**src/logic/adc_pd_params.svh**
```systemverilog
// Offsets, field positions, reset values and timing counts of the block
`ifndef ADC_PD_PARAMS_SVH
`define ADC_PD_PARAMS_SVH

`define REG_STATUS        8'h00
`define REG_CTRL_BYTE     8'h04
`define REG_SAMPLE        8'h08
`define REG_RESULT        8'h0C

`define ST_POWER_POS      0
`define ST_SHUTDOWN_PIN_POS       4
`define ST_BUSY_POS       7
`define ST_STROBE_POS     8
`define ST_EXT_MODE_POS   9

`define PD_LOW_POS        0
`define PD_HIGH_POS       1

`define CTRL_BITS         8
`define RESULT_BITS       12
`define OUT_SHIFT_BITS    16
`define START_ACCEPT_BIT  6

`define SAMPLE_RESET      12'h000
`define CTRL_BYTE_RESET   8'h00

`define MCLK_KHZ          25000
`define INT_CLK_FAST_KHZ  1800
`define INT_CLK_SLOW_KHZ  225
`define INT_DIV_FAST      (`MCLK_KHZ / `INT_CLK_FAST_KHZ)
`define INT_DIV_SLOW      (`MCLK_KHZ / `INT_CLK_SLOW_KHZ)

`define HOST_WAKE_INT_US     5
`define HOST_WAKE_EXTREF_US  2
`define HOST_WAKE_DUMMY_US   200
`define HOST_WAKE_EXTCAP_US  20000
`define HOST_WAKE_FILTER_US  9000

`endif

```
**src/logic/adc_pd_pkg.sv**
```systemverilog
// Types shared by the power-down control block
package adc_pd_pkg;

  typedef enum logic [3:0] {
    PWR_ACTIVE  = 4'b0001,
    PWR_FAST_PD = 4'b0010,
    PWR_FULL_PD = 4'b0100,
    PWR_HW_SHUTDOWN_PIN = 4'b1000
  } power_type;

  typedef enum logic [2:0] {
    SHUTDOWN_PIN_LOW   = 3'b001,
    SHUTDOWN_PIN_HIGH  = 3'b010,
    SHUTDOWN_PIN_FLOAT = 3'b100
  } shutdown_pin_type;

  typedef enum logic [2:0] {
    CONV_IDLE = 3'b001,
    CONV_INT  = 3'b010,
    CONV_EXT  = 3'b100
  } conv_type;

endpackage

```
**src/logic/int_clk_if.sv**
```systemverilog
// Carrier between the control logic and the internal clock divider
`timescale 1ns/1ps
interface int_clk_if;
  logic run;
  logic fastSel;
  logic tick;

  modport divider (input run, input fastSel, output tick);
  modport user    (output run, output fastSel, input tick);
endinterface

```
**src/logic/adc_power_down_control.sv**
```systemverilog
// Power-down, clock-mode and serial control of the converter
// Function
// - Control byte low two bits pick software power-down unless pin low
// - Bits 00 full down, 01 fast down, 10 internal, 11 external clock
// - Serial interface keeps working in both software power-down states
// - Shutdown pin low shuts down fully, overriding the power bits
// - Software power-down waits for the running conversion to finish
// - Internal mode result stays readable after software power-down
// - First one on the data input is a start bit and wakes the part
// - High power bit set keeps the converter powered after conversion
// - Both power bits zero: one conversion, then power down again
// - Shutdown pin low abandons a running conversion at once
// - Floating shutdown pin runs the internal clock at 1.8MHz
// - Shutdown pin high runs the internal clock at 225kHz
// - Conversion starts on the clock fall after the eighth control bit
// - After reset: internal clock mode, strobe high, awaiting a start bit
//
// Added by the designer: the register offsets and the APB interface to the registers.
`timescale 1ns/1ps
`include "adc_pd_params.svh"
module adc_power_down_control #(
  parameter int RESULT_BITS = `RESULT_BITS
) (
  input  wire logic        mclk,
  input  wire logic        resetn,
  input  wire logic [7:0]  paddr,
  input  wire logic        psel,
  input  wire logic        penable,
  input  wire logic        pwrite,
  input  wire logic [31:0] pwdata,
  output logic      [31:0] prdata,
  output logic             pready,
  output logic             pslverr,
  input  wire logic        sclk,
  input  wire logic        csn,
  input  wire logic        din,
  input  wire logic        shutdownPin,
  input  wire logic        shutdownFloat,
  output logic             doutOut,
  output logic             doutOe,
  output logic             strobeOut,
  output logic             strobeOe
);

  // Synchronised pins and edges
  logic [4:0] pinsRaw;
  logic [4:0] pinsSync;
  logic       sclkS;
  logic       csnS;
  logic       dinS;
  logic       shdnLevelS;
  logic       shdnFloatS;
  logic       sclkD_r;
  logic       csnD_r;
  logic       sclkRise;
  logic       sclkFall;
  logic       csnRise;

  // Idle-high pins pass inverted so the reset state reads as idle
  assign pinsRaw = {shutdownFloat, ~shutdownPin, din, ~csn, sclk};

  pin_sync #(
    .WIDTH (5)
  ) u_sync (
    .mclk   (mclk),
    .resetn (resetn),
    .pinIn  (pinsRaw),
    .pinOut (pinsSync)
  );

  assign sclkS      = pinsSync[0];
  assign csnS       = ~pinsSync[1];
  assign dinS       = pinsSync[2];
  assign shdnLevelS = ~pinsSync[3];
  assign shdnFloatS = pinsSync[4];

  always_ff @(posedge mclk or negedge resetn) begin
    if (!resetn) begin
      sclkD_r <= 1'b0;
      csnD_r  <= 1'b1;
    end else begin
      sclkD_r <= sclkS;
      csnD_r  <= csnS;
    end
  end

  assign sclkRise = sclkS & ~sclkD_r;
  assign sclkFall = ~sclkS & sclkD_r;
  assign csnRise  = csnS & ~csnD_r;

  // Shutdown pin decode
  function automatic adc_pd_pkg::shutdown_pin_type decodeShdn(
    input logic floating,
    input logic level
  );
    if (floating) begin
      decodeShdn = adc_pd_pkg::SHUTDOWN_PIN_FLOAT;
    end else if (level) begin
      decodeShdn = adc_pd_pkg::SHUTDOWN_PIN_HIGH;
    end else begin
      decodeShdn = adc_pd_pkg::SHUTDOWN_PIN_LOW;
    end
  endfunction

  // One successive-approximation step
  function automatic logic [RESULT_BITS-1:0] sarDecide(
    input logic [RESULT_BITS-1:0] partial,
    input logic [RESULT_BITS-1:0] sample,
    input logic [3:0]             step
  );
    logic [RESULT_BITS-1:0] mask;
    mask = {1'b1, {(RESULT_BITS-1){1'b0}}} >> step;
    if (sample >= (partial | mask)) begin
      sarDecide = partial | mask;
    end else begin
      sarDecide = partial;
    end
  endfunction

  adc_pd_pkg::shutdown_pin_type shdnState;
  logic                 hwShutdown;

  assign shdnState  = decodeShdn(shdnFloatS, shdnLevelS);
  assign hwShutdown = (shdnState == adc_pd_pkg::SHUTDOWN_PIN_LOW);

  // State
  adc_pd_pkg::power_type  powerState_r;
  adc_pd_pkg::conv_type   convState_r;
  logic [3:0]             rxCount_r;
  logic [`CTRL_BITS-1:0]  rxByte_r;
  logic [`CTRL_BITS-1:0]  ctrlByte_r;
  logic                   extMode_r;
  logic                   csToggled_r;
  logic [3:0]             sarStep_r;
  logic [RESULT_BITS-1:0] sarValue_r;
  logic [RESULT_BITS-1:0] sampleHeld_r;
  logic [RESULT_BITS-1:0] sampleReg_r;
  logic [RESULT_BITS-1:0] result_r;
  logic [`OUT_SHIFT_BITS-1:0] outShift_r;
  logic [4:0]             outCount_r;

  logic                   startAllowed;
  logic                   startBit;
  logic                   launch;
  logic                   launchExt;
  logic                   stepEn;
  logic                   convDone;
  logic [RESULT_BITS-1:0] sarNext;
  logic [RESULT_BITS-1:0] stepMask;
  logic [1:0]             pdBits;

  int_clk_if intClk ();

  int_clk_div u_div (
    .mclk   (mclk),
    .resetn (resetn),
    .clk    (intClk.divider)
  );

  assign intClk.run     = (convState_r == adc_pd_pkg::CONV_INT);
  assign intClk.fastSel = (shdnState == adc_pd_pkg::SHUTDOWN_PIN_FLOAT);

  assign startAllowed = (convState_r == adc_pd_pkg::CONV_IDLE) |
                        (outCount_r >= 5'(`START_ACCEPT_BIT)) | csToggled_r;
  assign startBit = sclkRise & ~csnS & ~hwShutdown & (rxCount_r == 4'h0) &
                    dinS & startAllowed;
  assign launch   = sclkFall & ~csnS & ~hwShutdown &
                    (rxCount_r == 4'(`CTRL_BITS));
  assign pdBits   = {rxByte_r[`PD_HIGH_POS], rxByte_r[`PD_LOW_POS]};
  // Power-down codes keep the last clock mode
  assign launchExt = (pdBits == 2'b11) |
                     (~pdBits[1] & extMode_r);
  assign stepEn   = (convState_r == adc_pd_pkg::CONV_EXT) ? sclkFall :
                    ((convState_r == adc_pd_pkg::CONV_INT) & intClk.tick);
  assign sarNext  = sarDecide(sarValue_r, sampleHeld_r, sarStep_r);
  assign stepMask = {1'b1, {(RESULT_BITS-1){1'b0}}} >> sarStep_r;
  assign convDone = stepEn & ~launch & ~hwShutdown &
                    (sarStep_r == 4'(RESULT_BITS - 1));

  // Control byte reception
  always_ff @(posedge mclk or negedge resetn) begin
    if (!resetn) begin
      rxCount_r  <= 4'h0;
      rxByte_r   <= `CTRL_BYTE_RESET;
      ctrlByte_r <= `CTRL_BYTE_RESET;
    end else if (hwShutdown || csnS) begin
      rxCount_r <= 4'h0;
    end else if (launch) begin
      rxCount_r  <= 4'h0;
      ctrlByte_r <= rxByte_r;
    end else if (startBit) begin
      rxByte_r  <= {rxByte_r[`CTRL_BITS-2:0], 1'b1};
      rxCount_r <= 4'h1;
    end else if (sclkRise && rxCount_r != 4'h0 &&
                 rxCount_r < 4'(`CTRL_BITS)) begin
      rxByte_r  <= {rxByte_r[`CTRL_BITS-2:0], dinS};
      rxCount_r <= rxCount_r + 4'h1;
    end
  end

  // Chip select raised mid-conversion lets the next start bit through
  always_ff @(posedge mclk or negedge resetn) begin
    if (!resetn) begin
      csToggled_r <= 1'b0;
    end else if (csnRise &&
                 convState_r != adc_pd_pkg::CONV_IDLE) begin
      csToggled_r <= 1'b1;
    end else if (launch || convDone) begin
      csToggled_r <= 1'b0;
    end
  end

  // Conversion sequencer
  always_ff @(posedge mclk or negedge resetn) begin
    if (!resetn) begin
      convState_r  <= adc_pd_pkg::CONV_IDLE;
      extMode_r    <= 1'b0;
      sarStep_r    <= 4'h0;
      sarValue_r   <= '0;
      sampleHeld_r <= '0;
      result_r     <= '0;
    end else if (hwShutdown) begin
      convState_r <= adc_pd_pkg::CONV_IDLE;
      extMode_r   <= 1'b0;
      sarStep_r   <= 4'h0;
    end else if (launch) begin
      convState_r  <= launchExt ? adc_pd_pkg::CONV_EXT :
                                  adc_pd_pkg::CONV_INT;
      extMode_r    <= launchExt;
      sarStep_r    <= 4'h0;
      sarValue_r   <= '0;
      sampleHeld_r <= sampleReg_r;
    end else if (stepEn) begin
      sarValue_r <= sarNext;
      sarStep_r  <= sarStep_r + 4'h1;
      if (convDone) begin
        convState_r <= adc_pd_pkg::CONV_IDLE;
        result_r    <= sarNext;
      end
    end
  end

  // Power state
  always_ff @(posedge mclk or negedge resetn) begin
    if (!resetn) begin
      powerState_r <= adc_pd_pkg::PWR_ACTIVE;
    end else begin
      case (powerState_r)
        adc_pd_pkg::PWR_HW_SHUTDOWN_PIN: begin
          if (!hwShutdown) begin
            powerState_r <= adc_pd_pkg::PWR_ACTIVE;
          end
        end
        adc_pd_pkg::PWR_ACTIVE,
        adc_pd_pkg::PWR_FAST_PD,
        adc_pd_pkg::PWR_FULL_PD: begin
          if (hwShutdown) begin
            powerState_r <= adc_pd_pkg::PWR_HW_SHUTDOWN_PIN;
          end else if (startBit || launch) begin
            powerState_r <= adc_pd_pkg::PWR_ACTIVE;
          end else if (convDone) begin
            case ({ctrlByte_r[`PD_HIGH_POS], ctrlByte_r[`PD_LOW_POS]})
              2'b00: powerState_r <= adc_pd_pkg::PWR_FULL_PD;
              2'b01: powerState_r <= adc_pd_pkg::PWR_FAST_PD;
              default: powerState_r <= adc_pd_pkg::PWR_ACTIVE;
            endcase
          end
        end
        default: begin
          powerState_r <= adc_pd_pkg::PWR_ACTIVE;
        end
      endcase
    end
  end

  // Serial data out
  always_ff @(posedge mclk or negedge resetn) begin
    if (!resetn) begin
      doutOut    <= 1'b0;
      doutOe     <= 1'b0;
      outShift_r <= '0;
      outCount_r <= 5'h00;
    end else begin
      doutOe <= ~csnS & ~hwShutdown;
      if (hwShutdown) begin
        doutOut <= 1'b0;
      end else if (launch) begin
        doutOut    <= 1'b0;
        outShift_r <= '0;
        outCount_r <= 5'h00;
      end else if (stepEn && convState_r == adc_pd_pkg::CONV_EXT) begin
        doutOut    <= |(sarNext & stepMask);
        outCount_r <= outCount_r + 5'h01;
      end else if (convDone) begin
        // Result kept until shifted, whatever the power state
        outShift_r <= {sarNext, {(`OUT_SHIFT_BITS-RESULT_BITS){1'b0}}};
      end else if (sclkFall && !csnS &&
                   convState_r != adc_pd_pkg::CONV_INT) begin
        doutOut    <= outShift_r[`OUT_SHIFT_BITS-1];
        outShift_r <= {outShift_r[`OUT_SHIFT_BITS-2:0], 1'b0};
        if (outCount_r != 5'h1F) begin
          outCount_r <= outCount_r + 5'h01;
        end
      end
    end
  end

  // Conversion strobe
  always_ff @(posedge mclk or negedge resetn) begin
    if (!resetn) begin
      strobeOut <= 1'b1;
      strobeOe  <= 1'b1;
    end else if (hwShutdown) begin
      strobeOut <= 1'b1;
      strobeOe  <= 1'b0;
    end else begin
      strobeOe <= extMode_r ? ~csnS : 1'b1;
      if (launch) begin
        strobeOut <= launchExt;
      end else if (convState_r == adc_pd_pkg::CONV_INT) begin
        strobeOut <= convDone;
      end else if (extMode_r && sclkFall) begin
        strobeOut <= 1'b0;
      end else if (!extMode_r) begin
        strobeOut <= 1'b1;
      end
    end
  end

  // APB slave with one wait state
  logic        apbAccess;
  logic        mapped;
  logic [31:0] readValue;

  assign apbAccess = psel & penable & ~pready;

  always_comb begin
    readValue = 32'h0000_0000;
    mapped    = 1'b1;
    case (paddr)
      `REG_STATUS: begin
        readValue[`ST_POWER_POS +: 4] = powerState_r;
        readValue[`ST_SHUTDOWN_PIN_POS +: 3]  = shdnState;
        readValue[`ST_BUSY_POS]       =
          (convState_r != adc_pd_pkg::CONV_IDLE);
        readValue[`ST_STROBE_POS]     = strobeOut;
        readValue[`ST_EXT_MODE_POS]   = extMode_r;
      end
      `REG_CTRL_BYTE: readValue[`CTRL_BITS-1:0] = ctrlByte_r;
      `REG_SAMPLE:    readValue[RESULT_BITS-1:0] = sampleReg_r;
      `REG_RESULT:    readValue[RESULT_BITS-1:0] = result_r;
      default:        mapped = 1'b0;
    endcase
  end

  always_ff @(posedge mclk or negedge resetn) begin
    if (!resetn) begin
      pready  <= 1'b0;
      pslverr <= 1'b0;
      prdata  <= 32'h0000_0000;
    end else begin
      pready  <= apbAccess;
      pslverr <= apbAccess & ~mapped;
      prdata  <= (apbAccess && !pwrite) ? readValue : 32'h0000_0000;
    end
  end

  always_ff @(posedge mclk or negedge resetn) begin
    if (!resetn) begin
      sampleReg_r <= `SAMPLE_RESET;
    end else if (psel && penable && pready && pwrite &&
                 paddr == `REG_SAMPLE) begin
      sampleReg_r <= pwdata[RESULT_BITS-1:0];
    end
  end

endmodule

```
**src/logic/int_clk_div.sv**
```systemverilog
// Internal conversion clock divider giving a one-cycle step enable
`timescale 1ns/1ps
`include "adc_pd_params.svh"
module int_clk_div #(
  parameter int FAST_DIV = `INT_DIV_FAST,
  parameter int SLOW_DIV = `INT_DIV_SLOW
) (
  input  wire logic  mclk,
  input  wire logic  resetn,
  int_clk_if.divider clk
);
  logic [7:0] count_r;
  logic [7:0] limit;

  assign limit = clk.fastSel ? 8'(FAST_DIV - 1) : 8'(SLOW_DIV - 1);

  always_ff @(posedge mclk or negedge resetn) begin
    if (!resetn) begin
      count_r  <= 8'h00;
      clk.tick <= 1'b0;
    end else if (!clk.run) begin
      count_r  <= 8'h00;
      clk.tick <= 1'b0;
    end else if (count_r >= limit) begin
      count_r  <= 8'h00;
      clk.tick <= 1'b1;
    end else begin
      count_r  <= count_r + 8'h01;
      clk.tick <= 1'b0;
    end
  end
endmodule

```
**src/logic/pin_sync.sv**
```systemverilog
// Two-flop synchroniser for pins from outside the clock domain
`timescale 1ns/1ps
module pin_sync #(
  parameter int WIDTH = 1
) (
  input  wire logic             mclk,
  input  wire logic             resetn,
  input  wire logic [WIDTH-1:0] pinIn,
  output logic      [WIDTH-1:0] pinOut
);
  logic [WIDTH-1:0] stage1_r;

  always_ff @(posedge mclk or negedge resetn) begin
    if (!resetn) begin
      stage1_r <= '0;
      pinOut   <= '0;
    end else begin
      stage1_r <= pinIn;
      pinOut   <= stage1_r;
    end
  end
endmodule

```
**config.mk**
```make
export PLATFORM = sky130hd
export DESIGN_NAME = adc_power_down_control
export DESIGN_NICKNAME = d
export VERILOG_FILES = /design/src/logic/adc_pd_pkg.sv /design/src/logic/int_clk_if.sv /design/src/logic/adc_power_down_control.sv /design/src/logic/int_clk_div.sv /design/src/logic/pin_sync.sv
export VERILOG_INCLUDE_DIRS = /design/src /design/src/logic
export SDC_FILE = /design/constraint.sdc
export NUM_CORES = 1
export LEC_CHECK = 0
export BUFFER_PORTS_ARGS = -buffer_cell sky130_fd_sc_hd__buf_2
export CORE_MARGIN = 3
export CORE_UTILIZATION = 58
export CTS_CLUSTER_SIZE = 8
export DETAILED_ROUTE_END_ITERATION = 12
export PLACE_DENSITY = 0.76
export SYNTH_ARGS = -nofsm -noshare
export SYNTH_HDL_FRONTEND = slang
export SYNTH_HIERARCHICAL = 1
export SYNTH_SLANG_ARGS = --single-unit
```
**constraint.sdc**
```tcl
create_clock -name mclk -period 4.1 [get_ports mclk]
set_input_delay 0.205 -clock mclk [delete_from_list [all_inputs] [get_ports mclk]]
set_output_delay 0.205 -clock mclk [all_outputs]
set_load 0.01 [all_outputs]
```
==> impl_metrics.json, run 1 <==
{
  "drt_wl_total_microns": 15200,
  "ir_worst_vdd_v": 0.000368,
  "cpPeakStageDelay_ps": 600,
  "place_area_sq_mm": 0.00694,
  "status": "completed",
  "crit_slowest_cell": "dfrtp_1",
  "startpoint_type": "flip-flop",
  "cts_hold_buffers": 10,
  "grt_pass1_wl_microns": 25700,
  "gr-total-overflow": 0,
  "dieArea_sq_mm": 0.0128,
  "p_leak_nw": 3.80,
  "grt_max_degree": 106,
  "setup_viol": 0,
  "viasPerCell": 5.78,
  "finalSetupTns_ps": 0,
  "rsz0062_at_grt": "false",
  "insertion_delay_ps": 420,
  "fin_nets": 783,
  "clock-sinks": 137,
  "syn_inst": 653,
  "synth_top_area_share_pct": 49.6,
  "cts-root-buf": "clkbuf_16",
  "die_x_microns": 113,
  "post_cts_buffers": 0,
  "num_rows": 38,
  "dr.pass1.iters": 5,
  "design_area_sq_mm": 0.00765,
  "synth_area_leaders": "dfrtp_1 (50%), nand2_1 (6.6%), ha_1 (5.1%), mux2_2 (3.7%), nor2_1 (3.5%)",
  "drtAntennaViolNets": 0,
  "hp-class": "in2reg",
  "yosysSeqAreaShare_pct": 51.6,
  "dp_slack_ps": 741,
  "slew_viol_final": 0,
  "first_global_vias": 5083,
  "track_usage_pct": 25.6,
  "synth-main-ff-cell": "dfrtp_1",
  "io_pins": 88,
  "drive_gt1_share_pct": 18.1,
  "min_period_ps": 3440,
  "async_flop_share_pct": 100,
  "syn2layout_area_growth_pct": 14.9,
  "synth_edf_count": 0,
  "finClkSkew_ps": 11.5,
  "slew_headroom_pct": 37.7,
  "worst_pin_slew_ps": 935,
  "yosysUniqueCellTypes": 64,
  "antenna_found_initial": 0,
  "cts_max_path_buffers": 2,
  "die_y_microns": 113,
  "h-tree-depth": 4,
  "core_sq_mm": 0.0110,
  "fmax_mhz": 290,
  "initial_core_util_pct": 60.4,
  "drt_iter0_markers": 427,
  "drv_cap": 0,
  "drc": 0,
  "synth.avg_cell_area_sq_um": 10.2,
  "yosys_warnings": 6,
  "fin_crit_sh_pct": 84.0,
  "cts.clk_slew.worst_paths_ps": 60,
  "path_class": "reg2reg",
  "critPathMaxFanout": 16,
  "hold_viol_final": 0,
  "synth_most_common_cell": "dfrtp_1",
  "portBuffers": 47,
  "path_cells": "nor2b_1, and2_1, nor2_1, ha_1, a2111oi_0, o311ai_1, a21o_1, a211oi_1, nand4_1, o31a_1",
  "cts_tree": "done",
  "crit_path_end_kind": "flip-flop",
  "via_count": 4961,
  "power.density_mw_per_mm2": 416,
  "setup_slack_ps": 656,
  "wire_per_inst_microns": 17.7,
  "ys_seq_elements": 137,
  "finalWeightedCongestion": 0.857,
  "cts-resized-gates": 0,
  "arrival_ps": 3740,
  "num_antenna_cells": 0,
  "crit_required_ps": 4400,
  "yosysTopAreaCell": "dfrtp_1",
  "place.detailed.hpwl_microns": 10500,
  "synth_area_sq_mm": 0.00666,
  "cts_buffers": 17,
  "ys_top_cells_by_count": "dfrtp_1 (132), nand2_1 (118), nor2_1 (62), a21oi_1 (36), ha_1 (27)"
}
==> path summary, 6_finish.rpt <==
check                                         from  cells after the start                to  slack (ps)
max in group asynchronous                   resetn                      3          strobeOe        2580
min in group asynchronous                   resetn                      2       result_r[3]         470
worst min-delay path                     pwdata[9]                      2    sampleReg_r[9]          20
worst max register to register        sarStep_r[3]                     10           doutOut         660
worst min register to register  u_sync/stage1_r[1]                      0  u_sync/pinOut[1]         350
worst max-delay path                  sarStep_r[3]                     10           doutOut         660
==> through the flow <==
stage | hold WS [ps] | power [mW] | util [%] | instances
floorplan | -90.6 | 1.56 | - | 672
global placement | 314 | 1.61 | 62.9 | 817
detailed placement | 317 | 1.62 | 62.9 | 817
CTS | 0.583 | 3.21 | 69.4 | 859
global route | 15.7 | 3.30 | 69.4 | 859
finish | 21.4 | 3.19 | 69.4 | 859
==> area by class of cell <==
type	instances	area, sq um
Clock buffer	22	474
Clock inverter	10	141
Sequential cell	137	3430
Multi-Input combinational cell	469	2970
Inverter	18	67.6
Tap cell	140	175
Fill cell	823	3380
Timing Repair Buffer	63	387
==> critical path: cells and delay by family (launching register included) <==
family / cells / cell delay (ps)
and+or+nand+nor: 4 / 930
adders and majority gates: 1 / 270
DFF: 1 / 600
AOI/OAI and AO/OA: 5 / 1530
==> where the power goes <==
group	switching [mW]	leakage (nW)	internal, mW
clock network	0.567	0.297	1.01
logic	0.103	1.64	0.0725
registers	0.0435	1.86	1.39
==> cell families after synthesis <==
group / count (synthesis) / synth area share (%)
compound gates: 128 / 12.8
buf+inv: 66 / 4.90
simple gates: 252 / 17.7
flops: 137 / 51.6
mux: 35 / 6.99
other cells: 1 / 0.0563
fa+ha+maj: 27 / 5.07
xor+xnor: 7 / 0.920
==> metal layers <==
metal	global-route usage, %	part of all wire [%]	vias up
li1	-	-	2331
met4	9.62	2.0	0
met2	41.0	48	174
met3	5.88	6.2	27
met1	34.3	43	2429
met5	0	0	-
==> flip-flops by register name, summed over array words and instances (netlist names), 8 cells and up <==
register,flops
rxByte_r,8
sampleReg_r,12
sampleHeld_r,12
result_r,12
u_div/count_r,8
ctrlByte_r,8
sarValue_r,12
outShift_r,12
prdata,12
==> placed cells by master, fill, tap and decap left out, types with 13 or more instances in the layout <==
master,instances
dfrtp_1,132
ha_1,27
inv_1,17
nor2_1,62
clkbuf_16,17
a21oi_1,36
o21ai_0,24
nor2b_1,13
nand2_1,118
conb_1,20
mux2_2,22
a21o_1,13
buf_2,46
Note: power is estimated with default switching activity, not from simulation.
==> inputs of run 2 (changes only) <==
Settings changed: CORE_UTILIZATION 58 to 52, PLACE_DENSITY 0.76 to 0.72.
Clock period 4.1 ns to 2.9 ns, I/O delays scaled along.
==> run 2 against run 1 <==
Against the previous run: via count rose by 4.6%; clock skew increased by 3.9 ps; critical path depth rose by 3; design area grew 5.2%; utilization is 3.7 points lower; setup slack worse by 640 ps; clock power is 29% higher; count of clock-buffer cells in the layout shrank 1; routed wire length increased by 5.6%; sequential cell count is the same; non-clock buffer count grew 39; critical path type unchanged; power up 35%.
==> impl_metrics.json, run 2 (synthesized netlist as in run 1, its figures left out) <==
{
  "cts_buffers": 17,
  "io_pins": 88,
  "critPathMaxFanout": 5,
  "hold_viol_final": 0,
  "setup_viol": 0,
  "cts_tree": "done",
  "min_period_ps": 2890,
  "grt_max_degree": 81,
  "crit_path_end_kind": "flip-flop",
  "whs_path_depth": 4,
  "worst_pin_slew_ps": 864,
  "drv_cap": 0,
  "final_common_cell": "dfrtp_1",
  "track_usage_pct": 23.4,
  "viasPerCell": 5.60,
  "cpPeakStageDelay_ps": 380,
  "r2r-end": "doutOut",
  "core_sq_mm": 0.0123,
  "insertion_delay_ps": 420,
  "critPathMostFrequentCell": "buf_4",
  "first_global_vias": 5170,
  "via_count": 5190,
  "dr.pass1.iters": 5,
  "fin_crit_sh_pct": 99.5,
  "p_leak_nw": 3.98,
  "clock-sinks": 137,
  "initial_core_util_pct": 54.3,
  "power.density_mw_per_mm2": 535,
  "ir_worst_vdd_v": 0.000467,
  "reg2reg_setup_slack_ps": 10,
  "rsz0062_at_grt": "true",
  "reg2reg_from": "sarStep_r[0]",
  "slew_viol_final": 0,
  "grt_pass1_wl_microns": 26100,
  "arrival_ps": 3180,
  "num_rows": 40,
  "dieArea_sq_mm": 0.0142,
  "hold_end": "pslverr",
  "cts.clk_slew.worst_paths_ps": 50,
  "design_power_total_mw": 4.31,
  "design_area_sq_mm": 0.00805,
  "fin_nets": 823,
  "hp-start": "paddr[0]",
  "fin_util_pct": 65.6,
  "crit_required_ps": 3200,
  "drtAntennaViolNets": 0,
  "status": "completed",
  "antenna_found_initial": 0,
  "drt_iter0_markers": 536,
  "die_y_microns": 119,
  "finalWeightedCongestion": 0.900,
  "cts_max_path_buffers": 2,
  "r2r_cells": 13,
  "crit_slowest_cell": "dfrtp_1",
  "nFillCells": 934,
  "num_antenna_cells": 0,
  "h-tree-depth": 4,
  "die_x_microns": 119,
  "path_cells": "buf_4, ha_1, buf_4, a21oi_2, ha_1, a21o_1, o21ai_1, o311ai_2, buf_4, a21o_1, o21ai_0, nand4_1, o31a_1",
  "path_class": "reg2reg",
  "fmax_mhz": 346,
  "portBuffers": 47,
  "most-common-layout-cells": "dfrtp_1 (132), nand2_1 (118), nor2_1 (61)",
  "drc": 0,
  "place_area_sq_mm": 0.00718,
  "hp-class": "in2reg",
  "crit_start": "sarStep_r[0]",
  "slew_headroom_pct": 42.3,
  "finClkSkew_ps": 15.4,
  "drive_gt1_share_pct": 23.1,
  "startpoint_type": "flip-flop",
  "syn2layout_area_growth_pct": 20.8,
  "cts-root-buf": "clkbuf_16",
  "wire_per_inst_microns": 17.3,
  "gr-total-overflow": 0,
  "place.detailed.hpwl_microns": 11100,
  "drt_wl_total_microns": 16000
}
run 2: what timing repair did:
action | CTS | global route
cloned | 1 | 0
hold endpoints to repair | 90 | 0
pin swaps | 3 | 2
hold buffers | 20 | 0
resized for setup | 4 | 17
endpoints found under the setup margin | 20 | 20
setup buffers | 1 | 0
run 2: worst max-delay path by stage:
stage	to	slack (ps)	depth (start not counted)
after floorplan	doutOut	5	12
after global placement	doutOut	-60	11
after detailed placement	sarValue_r[2]	-90	11
after CTS	doutOut	10	12
after global routing	doutOut	-110	14
final	doutOut	10	13
run 2: where the power goes:
part / leakage (nW) / switching [mW] / total [mW] / internal [mW]
registers: 1.86 / 0.0594 / 2.03 / 1.97
logic: 1.86 / 0.146 / 0.260 / 0.114
clock network: 0.265 / 0.796 / 2.02 / 1.22
total: 3.98 / 1.00 / 4.31 / 3.30
run 2: cell type report:
cell class | count | area (sq um) | share of cell area [%]
Multi-Input combinational cell | 470 | 3070 | 38.2
Sequential cell | 137 | 3430 | 42.7
Inverter | 18 | 67.6 | 0.840
Clock buffer | 21 | 460 | 5.72
Clock inverter | 11 | 97.6 | 1.21
Timing Repair Buffer | 102 | 704 | 8.75
Tap cell | 168 | 210 | 2.61
run 2: critical path, delay by kind of cell (launching register included):
kind | cells | cell delay (ps)
simple gates | 1 | 100
buf+inv | 3 | 440
compound gates | 7 | 1350
flops | 1 | 380
fa+ha+maj | 2 | 500
run 2: layer usage:
metal	global-route usage, %	wire length (microns)	vias to the layer above
li1	-	-	2417
met1	30.6	6880	2543
met2	38.2	7790	193
met3	5.70	974	37
met4	8.33	395	0
met5	0	0	-
run 2: metrics by stage:
step                hold WS (ps)  TNS, ps  cells  setup slack [ps]
global route                94.3     -148    927              -106
finish                      62.1        0    927              13.3
floorplan                   -151        0    672              5.48
global placement             223     -566    873             -62.9
detailed placement           228    -1010    873             -89.3
CTS                         49.0        0    927              14.2
==> inputs of run 3 (changes only) <==
Settings changed: CAP_MARGIN set to 0, GPL_TIMING_DRIVEN set to 0, SKIP_CTS_REPAIR_TIMING set to 1.
==> run 3 against run 2 <==
Against the previous run: the flow now finishes with violations (negative setup slack); sequential cell count is the same; worst hold slack lost 51 ps; first-iteration DRC count shrank 8.4%; register-to-register slack lost 100 ps; highest routed layer unchanged; routed wire length shrank 0.86%; setup slack lost 100 ps; clock power grew 4%; global-route usage shrank 0.77 points; cell count grew 1.5%; design area grew 1.7%; sequential share of layout area shrank 0.65 points.
==> impl_metrics.json, run 3 (synthesized netlist as in run 1, its figures left out) <==
{
  "status": "complete, but fails checks",
  "failed_checks": "negative setup slack",
  "p_leak_nw": 4.01,
  "hp-start": "penable",
  "cts_max_path_buffers": 2,
  "num_rows": 40,
  "core_sq_mm": 0.0123,
  "seq_area_sq_mm": 0.00344,
  "die_x_microns": 119,
  "num_antenna_cells": 0,
  "crit_required_ps": 3210,
  "fin_util_pct": 66.7,
  "rsz0062_at_grt": "true",
  "track_usage_pct": 22.7,
  "critPathMaxFanout": 7,
  "drtAntennaViolNets": 0,
  "p_sw_mw": 1.01,
  "finalWeightedCongestion": 0.896,
  "p_seq_share_pct": 46.0,
  "most-common-layout-cells": "dfrtp_1 (129), nand2_1 (118), nor2_1 (61)",
  "grt_pass1_wl_microns": 25200,
  "clock-sinks": 137,
  "hold_viol_final": 0,
  "drt_wl_total_microns": 15900,
  "portBuffers": 45,
  "via_count": 5259,
  "fin_nets": 839,
  "cts_tree": "done",
  "insertion_delay_ps": 420,
  "nFillCells": 974,
  "first_global_vias": 5029,
  "worst_pin_slew_ps": 811,
  "slew_viol_final": 0,
  "reg2reg_setup_slack_ps": -90,
  "finClkSkew_ps": 7.80,
  "syn2layout_area_growth_pct": 22.8,
  "p_sw_share_pct": 22.8,
  "drive_gt1_share_pct": 23.0,
  "h-tree-depth": 4,
  "place.detailed.hpwl_microns": 11300,
  "cts.clk_slew.worst_paths_ps": 60,
  "p_int_mw": 3.40,
  "viasPerCell": 5.59,
  "wire_per_inst_microns": 16.9,
  "min_period_ps": 2990,
  "multi_input_area_sq_mm": 0.00312,
  "clkPwrFrac_pct": 47.6,
  "drt_iter0_markers": 491,
  "initial_core_util_pct": 54.3,
  "path_class": "reg2reg",
  "io_pins": 88,
  "startpoint_type": "flip-flop",
  "drv_cap": 0,
  "dr.pass1.iters": 5,
  "cts-root-buf": "clkbuf_16",
  "drc": 0,
  "hp-class": "in2reg",
  "fin_crit_sh_pct": 103,
  "slew_headroom_pct": 45.8,
  "fmax_mhz": 335,
  "reg2reg_from": "sarStep_r[1]",
  "crit_path_end_kind": "flip-flop",
  "die_y_microns": 119,
  "dp_slack_ps": -471,
  "gr-total-overflow": 0,
  "dieArea_sq_mm": 0.0142,
  "setup_viol": 5,
  "finalSetupTns_ps": -113,
  "cts_buffers": 17,
  "power.density_mw_per_mm2": 539,
  "grt_max_degree": 101,
  "antenna_found_initial": 0,
  "r2r-end": "doutOut",
  "hold_end": "pready",
  "power_frac_comb_pct": 6.4,
  "r2r_cells": 12,
  "setup_slack_ps": -86.5,
  "final_common_cell": "dfrtp_1",
  "ir_worst_vdd_v": 0.000357,
  "whs_path_depth": 3,
  "arrival_ps": 3290
}
==> run 3: per-stage QoR <==
stage	hold slack, ps	total power, mW	instance area, sq um	cells
floorplan	-151	2.21	6740	672
global route	33.1	4.57	8180	941
finish	10.7	4.41	8180	941
CTS	-383	4.42	7790	916
global placement	253	2.30	7180	885
detailed placement	75.1	2.32	7210	886
==> run 3: worst max-delay path, stage by stage (launching register included) <==
cell and delay [ps]:
dfrtp_2 430, buf_4 150, ha_4 180, and2_1 180, nor2_1 140, ha_1 280
a2111oi_4 390, o311ai_2 120, a21o_2 290, buf_4 150, o211ai_1 150, nand4_1 110
o31a_1 300
==> run 3: power groups by stage <==
stage / clock network, mW / registers [mW] / logic, mW
6_report: 2.10 / 2.03 / 0.282
5_1_grt: 2.22 / 2.03 / 0.315
4_1_cts: 2.13 / 2.03 / 0.265
3_5_place_dp: 0 / 2.06 / 0.264
3_3_place_gp: 0 / 2.06 / 0.245
2_1_floorplan: 0 / 2.04 / 0.167
==> run 3: layout make-up <==
type	instances	share of cell area, %
sequential	137	42.0
multi-input combinational	469	38.1
timing repair buffer	72	6.10
clock buffer	19	5.54
buffer	47	3.32
tap	168	2.57
clock inverter	11	1.51
inverter	18	0.826
==> run 3: worst max-delay path by stage <==
stage                 start       endpoint  slack [ps]
2_1_floorplan  sarStep_r[0]        doutOut           5
3_3_place_gp   sarStep_r[0]  outShift_r[6]        -430
3_5_place_dp   sarStep_r[0]  outShift_r[6]        -470
4_1_cts        sarStep_r[0]  outShift_r[6]        -460
5_1_grt        sarStep_r[3]        doutOut        -190
6_report       sarStep_r[1]        doutOut         -90
==> run 3: routing by layer <==
| layer | up-vias | track usage (%) | part of all wire [%] |
|---|---|---|---|
| met1 | 2579 | 30.1 | 43 |
| met3 | 45 | 4.56 | 5.6 |
| met5 | - | 0 | 0 |
| met4 | 0 | 12.4 | 4.0 |
| li1 | 2447 | - | - |
| met2 | 188 | 35.0 | 48 |
